## src/hdl/store_unit_defs.svh

```systemverilog
// opcode, field and size constants for the store instruction unit
`ifndef STORE_UNIT_DEFS_SVH
`define STORE_UNIT_DEFS_SVH

`define SU_OP_EXT          6'h1F
`define SU_OP_MULT         6'h2F
`define SU_OP_QUAD         6'h3E
`define SU_QUAD_LOW        2'h2
`define SU_XO_HALF_X       10'h197
`define SU_XO_STR_IMM      10'h2D5
`define SU_XO_STR_IDX      10'h295
`define SU_LAST_REG        5'h1F
`define SU_STR_ZERO_COUNT  7'h20
`define SU_SIZE_BYTE       5'h01
`define SU_SIZE_HALF       5'h02
`define SU_SIZE_WORD       5'h04
`define SU_SIZE_QUAD       5'h10
`define SU_WORD_STEP       3'h4

`endif

```

## src/hdl/store_unit_pkg.sv

```systemverilog
// state and instruction kind types for the store instruction unit
package store_unit_pkg;

	typedef enum logic [2:0] {
		S_IDLE,
		S_GET_A,
		S_GET_B,
		S_GET_S,
		S_GET_S2,
		S_MEM
	} su_state_t;

	typedef enum logic [1:0] {
		K_HALF,
		K_MULT,
		K_QUAD,
		K_STR
	} su_kind_t;

endpackage : store_unit_pkg

```

## src/hdl/store_byte_picker.sv

```systemverilog
// picks one byte of a word, leftmost byte first
`timescale 1ns/100ps
`default_nettype none

module store_byte_picker
(
	// word and byte position
	input  wire logic [31:0] word_i,
	input  wire logic [1:0]  idx_i,
	// selected byte
	output logic      [7:0]  byte_o
);

	// index 0 is the most significant byte
	always_comb
	begin
		unique case (idx_i)
			2'h0: byte_o = word_i[31:24];
			2'h1: byte_o = word_i[23:16];
			2'h2: byte_o = word_i[15:8];
			2'h3: byte_o = word_i[7:0];
		endcase
	end

endmodule : store_byte_picker

`default_nettype wire

```

## src/hdl/store_instruction_unit.sv

```systemverilog
// decoder and sequencer for halfword, multiple, quadword and string stores
`timescale 1ns/100ps
`default_nettype none
`include "store_unit_defs.svh"

module store_instruction_unit #(
	parameter int XLEN    = 64,
	parameter bit IMPL_64 = 1'b1
)
(
	// clock and reset
	input  wire logic                core_clk_i,
	input  wire logic                rst_b_i,
	// instruction issue
	input  wire logic                insn_valid_i,
	input  wire logic [31:0]         insn_i,
	output logic                     insn_ready_o,
	// exception register count source
	input  wire logic [XLEN-1:0]     fixed_exception_reg_i,
	// register file read port, data answers the index standing in the same cycle
	output logic      [4:0]          gpr_rd_idx_o,
	input  wire logic [XLEN-1:0]     gpr_rd_data_i,
	// data memory store port
	output logic                     mem_req_o,
	output logic      [XLEN-1:0]     mem_addr_o,
	output logic      [2*XLEN-1:0]   mem_data_o,
	output logic      [4:0]          mem_size_o,
	input  wire logic                mem_ready_i,
	// completion and errors
	output logic                     done_o,
	output logic                     illegal_o,
	output logic                     invalid_form_o
);

	typedef struct packed {
		store_unit_pkg::su_state_t st;
		store_unit_pkg::su_kind_t  kind;
		logic                      indexed;
		logic [4:0]                src;
		logic [4:0]                base_sel;
		logic [4:0]                index_sel;
		logic [4:0]                rd_idx;
		logic [XLEN-1:0]           disp;
		logic [XLEN-1:0]           base;
		logic [XLEN-1:0]           eff_addr;
		logic [XLEN-1:0]           hi;
		logic [31:0]               word;
		logic [6:0]                remain;
		logic [1:0]                bidx;
		logic                      req;
		logic [XLEN-1:0]           addr;
		logic [2*XLEN-1:0]         data;
		logic [4:0]                size;
		logic                      ready;
		logic                      done;
		logic                      illegal;
		logic                      invalid;
	} unit_state_t;

	unit_state_t r_reg;
	unit_state_t r_next;

	logic [5:0]  prim;
	logic [9:0]  xo;
	logic [31:0] pick_word;
	logic [1:0]  pick_idx;
	logic [7:0]  pick_byte;
	logic [XLEN-1:0] base_val;

	assign prim = insn_i[31:26];
	assign xo   = insn_i[10:1];

	// the picker serves both the first byte of a word and the ones after it
	assign pick_word = (r_reg.st == store_unit_pkg::S_GET_S) ? gpr_rd_data_i[31:0] : r_reg.word;
	assign pick_idx  = (r_reg.st == store_unit_pkg::S_MEM) ? r_reg.bidx + 2'h1 : r_reg.bidx;
	assign base_val  = (r_reg.base_sel == 5'h00) ? '0 : gpr_rd_data_i;

	store_byte_picker u_pick (
		.word_i (pick_word),
		.idx_i  (pick_idx),
		.byte_o (pick_byte)
	);

	always_comb
	begin
		r_next         = r_reg;
		r_next.done    = 1'b0;
		r_next.illegal = 1'b0;
		r_next.invalid = 1'b0;
		unique case (r_reg.st)
			store_unit_pkg::S_IDLE:
			begin
				if (insn_valid_i)
				begin
					r_next.src     = insn_i[25:21];
					r_next.base_sel  = insn_i[20:16];
					r_next.index_sel = insn_i[15:11];
					r_next.rd_idx  = insn_i[20:16];
					r_next.bidx    = 2'h0;
					r_next.disp    = '0;
					r_next.indexed = 1'b0;
					r_next.st      = store_unit_pkg::S_GET_A;
					r_next.ready   = 1'b0;
					if (prim == `SU_OP_EXT && xo == `SU_XO_HALF_X)
					begin
						r_next.kind    = store_unit_pkg::K_HALF;
						r_next.indexed = 1'b1;
					end
					else if (prim == `SU_OP_EXT && xo == `SU_XO_STR_IDX)
					begin
						r_next.kind    = store_unit_pkg::K_STR;
						r_next.indexed = 1'b1;
						r_next.remain  = fixed_exception_reg_i[6:0];
					end
					else if (prim == `SU_OP_EXT && xo == `SU_XO_STR_IMM)
					begin
						r_next.kind   = store_unit_pkg::K_STR;
						r_next.remain = (insn_i[15:11] == 5'h00) ?
							`SU_STR_ZERO_COUNT : {2'h0, insn_i[15:11]};
					end
					else if (prim == `SU_OP_MULT)
					begin
						r_next.kind = store_unit_pkg::K_MULT;
						r_next.disp = {{(XLEN-16){insn_i[15]}}, insn_i[15:0]};
					end
					else if (prim == `SU_OP_QUAD && insn_i[1:0] == `SU_QUAD_LOW)
					begin
						r_next.kind = store_unit_pkg::K_QUAD;
						r_next.disp = {{(XLEN-16){insn_i[15]}}, insn_i[15:2], 2'h0};
						if (!IMPL_64)
						begin
							r_next.illegal = 1'b1;
							r_next.st      = store_unit_pkg::S_IDLE;
							r_next.ready   = 1'b1;
						end
						else if (insn_i[21])
						begin
							r_next.invalid = 1'b1;
							r_next.st      = store_unit_pkg::S_IDLE;
							r_next.ready   = 1'b1;
						end
					end
					else
					begin
						// anything else is not ours and is refused at once
						r_next.illegal = 1'b1;
						r_next.st      = store_unit_pkg::S_IDLE;
						r_next.ready   = 1'b1;
					end
				end
			end
			store_unit_pkg::S_GET_A:
			begin
				r_next.base = base_val;
				if (r_reg.indexed)
				begin
					r_next.rd_idx = r_reg.index_sel;
					r_next.st     = store_unit_pkg::S_GET_B;
				end
				else
				begin
					r_next.eff_addr = base_val + r_reg.disp;
					r_next.rd_idx = r_reg.src;
					r_next.st     = store_unit_pkg::S_GET_S;
				end
			end
			store_unit_pkg::S_GET_B:
			begin
				r_next.eff_addr = r_reg.base + gpr_rd_data_i;
				r_next.rd_idx = r_reg.src;
				r_next.st     = store_unit_pkg::S_GET_S;
			end
			store_unit_pkg::S_GET_S:
			begin
				r_next.word = gpr_rd_data_i[31:0];
				r_next.addr = r_reg.eff_addr;
				r_next.data = '0;
				if (r_reg.kind == store_unit_pkg::K_QUAD)
				begin
					r_next.hi     = gpr_rd_data_i;
					r_next.rd_idx = r_reg.src + 5'h01;
					r_next.st     = store_unit_pkg::S_GET_S2;
				end
				else if (r_reg.kind == store_unit_pkg::K_STR && r_reg.remain == 7'h00)
				begin
					r_next.st    = store_unit_pkg::S_IDLE;
					r_next.ready = 1'b1;
					r_next.done  = 1'b1;
				end
				else
				begin
					r_next.req = 1'b1;
					r_next.st  = store_unit_pkg::S_MEM;
					if (r_reg.kind == store_unit_pkg::K_HALF)
					begin
						r_next.data[15:0] = gpr_rd_data_i[15:0];
						r_next.size       = `SU_SIZE_HALF;
					end
					else if (r_reg.kind == store_unit_pkg::K_MULT)
					begin
						// an unaligned address is passed through as is
						r_next.data[31:0] = gpr_rd_data_i[31:0];
						r_next.size       = `SU_SIZE_WORD;
					end
					else
					begin
						r_next.data[7:0] = pick_byte;
						r_next.size      = `SU_SIZE_BYTE;
					end
				end
			end
			store_unit_pkg::S_GET_S2:
			begin
				r_next.data = {r_reg.hi, gpr_rd_data_i};
				r_next.size = `SU_SIZE_QUAD;
				r_next.req  = 1'b1;
				r_next.st   = store_unit_pkg::S_MEM;
			end
			store_unit_pkg::S_MEM:
			begin
				if (mem_ready_i)
				begin
					r_next.req = 1'b0;
					if (r_reg.kind == store_unit_pkg::K_MULT && r_reg.src != `SU_LAST_REG)
					begin
						r_next.src    = r_reg.src + 5'h01;
						r_next.rd_idx = r_reg.src + 5'h01;
						r_next.eff_addr = r_reg.eff_addr + XLEN'(`SU_WORD_STEP);
						r_next.st     = store_unit_pkg::S_GET_S;
					end
					else if (r_reg.kind == store_unit_pkg::K_STR && r_reg.remain != 7'h01)
					begin
						r_next.remain = r_reg.remain - 7'h01;
						r_next.eff_addr = r_reg.eff_addr + XLEN'(1);
						r_next.bidx   = r_reg.bidx + 2'h1;
						if (r_reg.bidx == 2'h3)
						begin
							r_next.src    = r_reg.src + 5'h01;
							r_next.rd_idx = r_reg.src + 5'h01;
							r_next.st     = store_unit_pkg::S_GET_S;
						end
						else
						begin
							r_next.req       = 1'b1;
							r_next.addr      = r_reg.eff_addr + XLEN'(1);
							r_next.data[7:0] = pick_byte;
						end
					end
					else
					begin
						// no path writes the exception register, condition field or
						// multiply quotient register, so those stay as they were
						r_next.st    = store_unit_pkg::S_IDLE;
						r_next.ready = 1'b1;
						r_next.done  = 1'b1;
					end
				end
			end
		endcase
	end

	always_ff @(posedge core_clk_i)
	begin
		if (!rst_b_i)
		begin
			r_reg       <= '0;
			r_reg.ready <= 1'b1;
		end
		else
		begin
			r_reg <= r_next;
		end
	end

	assign insn_ready_o   = r_reg.ready;
	assign gpr_rd_idx_o   = r_reg.rd_idx;
	assign mem_req_o      = r_reg.req;
	assign mem_addr_o     = r_reg.addr;
	assign mem_data_o     = r_reg.data;
	assign mem_size_o     = r_reg.size;
	assign done_o         = r_reg.done;
	assign illegal_o      = r_reg.illegal;
	assign invalid_form_o = r_reg.invalid;

	logic accept;
	assign accept = insn_valid_i && insn_ready_o;
endmodule : store_instruction_unit

`default_nettype wire

```

## config.mk

```make
export PLATFORM = sky130hd
export DESIGN_NAME = store_instruction_unit
export DESIGN_NICKNAME = d
export VERILOG_FILES = /design/src/hdl/store_unit_pkg.sv /design/src/hdl/store_byte_picker.sv /design/src/hdl/store_instruction_unit.sv
export VERILOG_INCLUDE_DIRS = /design/src /design/src/hdl
export SDC_FILE = /design/constraint.sdc
export NUM_CORES = 2
export LEC_CHECK = 0
export BUFFER_PORTS_ARGS = -buffer_cell sky130_fd_sc_hd__buf_2
export CORE_MARGIN = 2
export CORE_UTILIZATION = 50
export DETAILED_ROUTE_END_ITERATION = 8
export GPL_ROUTABILITY_DRIVEN = 0
export HOLD_SLACK_MARGIN = 0.06
export PLACE_DENSITY_LB_ADDON = 0.05
export SLEW_MARGIN = 20
export SYNTH_ARGS = -nofsm -noshare
export SYNTH_HDL_FRONTEND = slang
export SYNTH_SLANG_ARGS = --single-unit
```

## constraint.sdc

```tcl
create_clock -name core_clk_i -period 4.9 [get_ports core_clk_i]
set_clock_uncertainty 0.2 [all_clocks]
set_input_delay 0.735 -clock core_clk_i [delete_from_list [all_inputs] [get_ports core_clk_i]]
set_output_delay 0.735 -clock core_clk_i [all_outputs]
set_load 0.005 [all_outputs]
```

# ---- Word level (Yosys, flattened, before mapping)
# Index checks and enable logic that the tools add are counted.
dict set report classes {
  mux 84
  n_bitwise 4
  n_eq_ne 37
  n_reduce_logical 37
  add_sub_neg 7
}
# cell count
set ops {}
lappend ops {{two-way mux 64 bit} 10}
lappend ops {{case mux 120 bit (2 select lines)} 1}
lappend ops {{two-way mux 74 bit} 3}
lappend ops {{case mux 64 bit (3 select lines)} 1}
lappend ops {{adder 64 bit} 2}
lappend ops {{case mux 64 bit (2 select lines)} 1}
lappend ops {{two-way mux 90 bit} 1}
lappend ops {{two-way mux 65 bit} 1}
lappend ops {{adder 64 x 1 -> 64 bit (second input constant)} 1}
lappend ops {{adder 64 x 3 -> 64 bit (second input constant)} 1}
lappend ops {{two-way mux 39 bit} 1}
lappend ops {{two-way mux 37 bit} 1}
lappend ops {{two-way mux 32 bit} 1}
lappend ops {{two-way mux 8 bit} 4}
lappend ops {{case mux 8 bit (4 select lines)} 1}
lappend ops {{two-way mux 5 bit} 6}
lappend ops {{case mux 5 bit (5 select lines)} 1}
lappend ops {{two-way mux 24 bit} 1}
lappend ops {{case mux 8 bit (3 select lines)} 1}
lappend ops {{two-way mux 21 bit} 1}
lappend ops {{two-way mux 3 bit} 7}
lappend ops {{two-way mux 7 bit} 3}
lappend ops {{== test 10 bit (second input constant)} 2}
lappend ops {{case mux 5 bit (2 select lines)} 2}
lappend ops {{other kinds (45)} 115}
dict set report word_totals {
  out_inout_bits 207
  ff_bits 525
  input_bits 164
}

# ---- Longest topological paths before layout
dict set report depth {
  depth_word 9
  ltp_mapped 17
  ltp_nobuf 15
}

# ---- Modules after synthesis
# A second synthesis with hierarchy kept.
dict set report unflattened {
  hier_cells 4125
  hier_area_um2 30616.9
}
# module instances cells_per_inst area_each_um2 seq_area_each_um2
set modules_own_cells {}
lappend modules_own_cells {store_instruction_unit 1 4115 30420.4 9529.1}
lappend modules_own_cells {store_byte_picker 1 10 196.4 0.0}

# ---- Least setup slack after synthesis
# Ideal clock, no wire load.
dict set report synth_path {
  path_type {reg2reg}
  from {reg r_reg[497] (netlist name)}
  to {reg r_reg[364] (netlist bit)}
  n_path_buf 1
  t_arrival_ps 3806
  slack_ps 824
  stages_incl_launch_ff 13
  synth_period_minus_slack_ps 4076
  required_ps 4630
  cell_sequence {dfxtp_1 -> ha_1 -> buf_2 -> a211oi_1 -> o211ai_1 -> a21oi_1 -> o211ai_1 -> a311oi_1 -> nor4_1 -> o32ai_1 -> mux2i_1 -> a22oi_1 -> a21oi_1}
}
# item line_no
set synth_lines {}
lappend synth_lines {{to (signal assigned)} store_instruction_unit.sv:271} ;# r_reg <= r_next;
lappend synth_lines {{to (decl)} store_instruction_unit.sv:60} ;# unit_state_t r_reg;

# ---- Final worst setup path
dict set report layout_path {
  from {reg r_reg[509] (netlist bit)}
  to {reg r_reg[368] (netlist bit)}
}
dict set report layout_via {
  elab_chain_len 5
}
# item line_no
set layout_rtl {}
lappend layout_rtl {{logical NOT 5 bit} store_instruction_unit.sv:76} ;# assign base_val = (r_reg.base_sel == 5'h00) ? '0 : gpr_rd_data_i;
lappend layout_rtl {{two-way mux 64 bit} store_instruction_unit.sv:76}
lappend layout_rtl {{via base_val[32]} store_instruction_unit.sv:68} ;# logic [XLEN-1:0] base_val;
lappend layout_rtl {{adder 64 bit} store_instruction_unit.sv:162} ;# r_next.eff_addr = base_val + r_reg.disp;
lappend layout_rtl {{two-way mux 64 bit} store_instruction_unit.sv:155} ;# if (r_reg.indexed)
lappend layout_rtl {{case mux 64 bit (3 select lines)} store_instruction_unit.sv:90} ;# unique case (r_reg.st)
# The timed path passes the listed nets, and every way through them passes these cells. The select of a mux whose other input is x is not followed.
# A chain may end at the register's enable or synchronous reset.

==> impl_metrics.env <==
export IMPL_highest_layer="met5"
export IMPL_ys_ff_latch=476
export IMPL_irDropWorstVdd_v=0.000425
export IMPL_drcViolationCount=0
export IMPL_routed_wl_mm=108
export IMPL_routedLengthMet1_mm=48.1
export IMPL_mostFrequentLayoutCells="nand2_1 (569), dfxtp_1 (475), nor2_1 (451)"
export IMPL_r2r_slack_ns=0.34
export IMPL_largest_reg_flops=270
export IMPL_fin_util_pct=54.8
export IMPL_layout_drive_gt1_share_pct=13.0
export IMPL_cts_setup_buffers=0
export IMPL_rsz0062_at_grt="false"
export IMPL_maxCapViolCount=0
export IMPL_post_synth_cell_area_avg_um2=7.38
export IMPL_netlist_area_leader_share_pct=30.7
export IMPL_crit_path_max_fanout=65
export IMPL_finalNonFillerCells=5046
export IMPL_drt_iter0_drc=3122
export IMPL_r2r_start="r_reg[509]$_SDFFE_PN0P_"
export IMPL_postCtsResizedCells=0
export IMPL_via_per_inst=6.09
export IMPL_clk_pin_slew_worst_paths_ns=0.06
export IMPL_insertion_delay_ns=0.64
export IMPL_synth_nets=4503
export IMPL_cp_end_kind="flop"
export IMPL_synth_cells=4204
export IMPL_fin_crit_sh_pct=93.1
export IMPL_start_util_pct=50.4
export IMPL_fillers=6250
export IMPL_setup_viol=0
export IMPL_ys_warn_count=0
export IMPL_synth_cell_area_mm2=0.0310
export IMPL_portBuffers=312
export IMPL_syn_to_final_growth_pct=8.70
export IMPL_rows=91
export IMPL_synth_area_top_cells="dfxtp_1 (31%), a21oi_1 (7.0%), nand2_1 (6.9%)"
export IMPL_setup_ws_ns=0.336
export IMPL_timing_final_hold_violations=0
export IMPL_dpl_hpwl_mm=79.9
export IMPL_reg2reg_depth=16
export IMPL_cts_tree="done"
export IMPL_grt_pass1_wl_mm=165
export IMPL_dp_cells=4948
export IMPL_antenna_left=0
export IMPL_gr_total_overflow=0
export IMPL_grt_use_total_pct=32.6
export IMPL_slew_violations=0
export IMPL_place_ws_ns=0.434
export IMPL_dr_pass1_iters=6
export IMPL_htreeDepth=2
export IMPL_cts_sinks=476
export IMPL_timing_rr_end="r_reg[368]$_SDFFE_PN0P_"
export IMPL_final_common_cell="nand2_1"
export IMPL_grt_start_max_net_pins=133
export IMPL_crit_start="r_reg[509]$_SDFFE_PN0P_"
export IMPL_synth_main_ff_cell="dfxtp_1"
export IMPL_max_slew_margin_pct=22.7
export IMPL_ios=371
export IMPL_cp_required_ns=5.25
export IMPL_core_mm2=0.0616
export IMPL_wl_met3_mm=9.25
export IMPL_p_leak_nw=13.7
export IMPL_cts_hold_buf=0
export IMPL_synth_area_leader_cell="dfxtp_1"
export IMPL_max_freq_ghz=0.219
export IMPL_async_reset_ff_share_pct=0
export IMPL_holdCritPathClass="input port to flop"
export IMPL_cts_buffer_depth=3
export IMPL_met2WireLength_mm=47.9
export IMPL_cp_endpoint="r_reg[368]$_SDFFE_PN0P_"
export IMPL_vias=30800
export IMPL_tightest_slew_ns=1.16
export IMPL_seq_area_frac_synth_pct=30.7
export IMPL_synth_enable_flop_cells=0
export IMPL_tns_ns=0
export IMPL_first_global_vias=27700
export IMPL_arrival_ns=4.92
export IMPL_worst_setup_path_type="flop to flop"
export IMPL_numCtsBuffers=52
export IMPL_die_area_mm2=0.0641
export IMPL_layout_nets=4464
export IMPL_synth_cell_types=89
export IMPL_avgRoutedWirePerCell_um=21.4
export IMPL_cellPowerDensity_mw_per_mm2=442
export IMPL_die_width_um=253
export IMPL_fin_crit_ns=4.56
export IMPL_clk_root_buffer_cell="clkbuf_16"
export IMPL_status="finished, final reports clean"
export IMPL_antenna_found_initial=2
export IMPL_cp_start_kind="flop"
export IMPL_chipHeight_um=253
## power breakdown
group,switching [mW],internal [mW]
registers,0.556,4.36
clock network,1.75,2.55
logic,3.80,1.92
total,6.11,8.82
## cells in the mapped netlist (56+ instances only)
library cell,instances
and2_1,78
a21o_1,89
a22oi_1,130
nand3_1,89
nand2_1,570
xnor2_1,88
dfxtp_1,476
nor3_1,104
clkbuf_1,258
xor2_1,56
nor2_1,459
buf_4,202
nand4_1,71
ha_1,133
a21oi_1,436
o21ai_0,266
## per-stage QoR
step | total power, mW | hold WS, ns | cell area (um2)
6_report | 14.9 | 0.122 | 33700
5_1_grt | 15.7 | 0.131 | 33700
4_1_cts | 14.9 | 0.105 | 33700
3_5_place_dp | 10.6 | 0.250 | 31900
3_3_place_gp | 10.5 | 0.241 | 31900
2_1_floorplan | 8.76 | 0.232 | 31000
## kinds of logic (layout without fill, tap and decap cells)
| logic type | Yosys count | after routing | share of synthesized area (%) |
|---|---|---|---|
| AOI/OAI and AO/OA | 1307 | 1307 | 26.3 |
| buffers and inverters | 548 | 551 | 9.18 |
| and+or+nand+nor | 1537 | 1537 | 22.4 |
| xor gates and xnor gates | 144 | 144 | 4.06 |
| other | 1 | 3 | 0.0121 |
| muxes | 56 | 56 | 1.81 |
| DFF | 476 | 476 | 30.7 |
| adders and majority gates | 135 | 135 | 5.49 |
## metal layers
metal | track usage (%) | vias up
met5 | 0 | -
met4 | 8.50 | 2
met3 | 6.22 | 183
met2 | 51.2 | 1251
met1 | 45.7 | 14500
li1 | - | 14800
## final cells by class
class	count	area (um2)	area share [%]
Antenna cell	2	5.00	0.0148
Clock buffer	74	1520	4.52
Sequential cell	476	9530	28.2
Timing Repair Buffer	402	2310	6.85
Multi-Input combinational cell	3180	18800	55.6
Clock inverter	22	342	1.01
Inverter	53	206	0.612
Tap cell	837	1050	3.10
## worst max-delay path, stage by stage, from the launching register on
cell and delay (ns):
dfxtp_1 0.31, nor3_1 0.18, nand2_1 0.11, buf_12 0.17, and2_1 0.26, ha_1 0.30, and3_1 0.26, nand2_1 0.12
nor4_1 0.42, nor2b_1 0.22, a311oi_1 0.09, buf_4 0.20, nor4_1 0.64, nor3_1 0.20, o311ai_0 0.35, nand4_1 0.19
a21oi_1 0.17
## how the worst min path moves through the flow
stage,startpoint,to,slack (ns),cells past startpoint
after detailed placement,r_reg[506]$_SDFFE_PN0P_,r_reg[506]$_SDFFE_PN0P_,0.25,2
after CTS,insn_i[6],r_reg[441]$_SDFFE_PN0P_,0.10,2
final,insn_i[6],r_reg[441]$_SDFFE_PN0P_,0.12,2
after global placement,mem_addr_o[2]$_SDFFE_PN0P_,mem_addr_o[2]$_SDFFE_PN0P_,0.24,2
after global routing,insn_i[6],r_reg[441]$_SDFFE_PN0P_,0.13,2
after floorplan,mem_addr_o[2]$_SDFFE_PN0P_,mem_addr_o[2]$_SDFFE_PN0P_,0.23,2
Power figures use the tool's default switching activity.
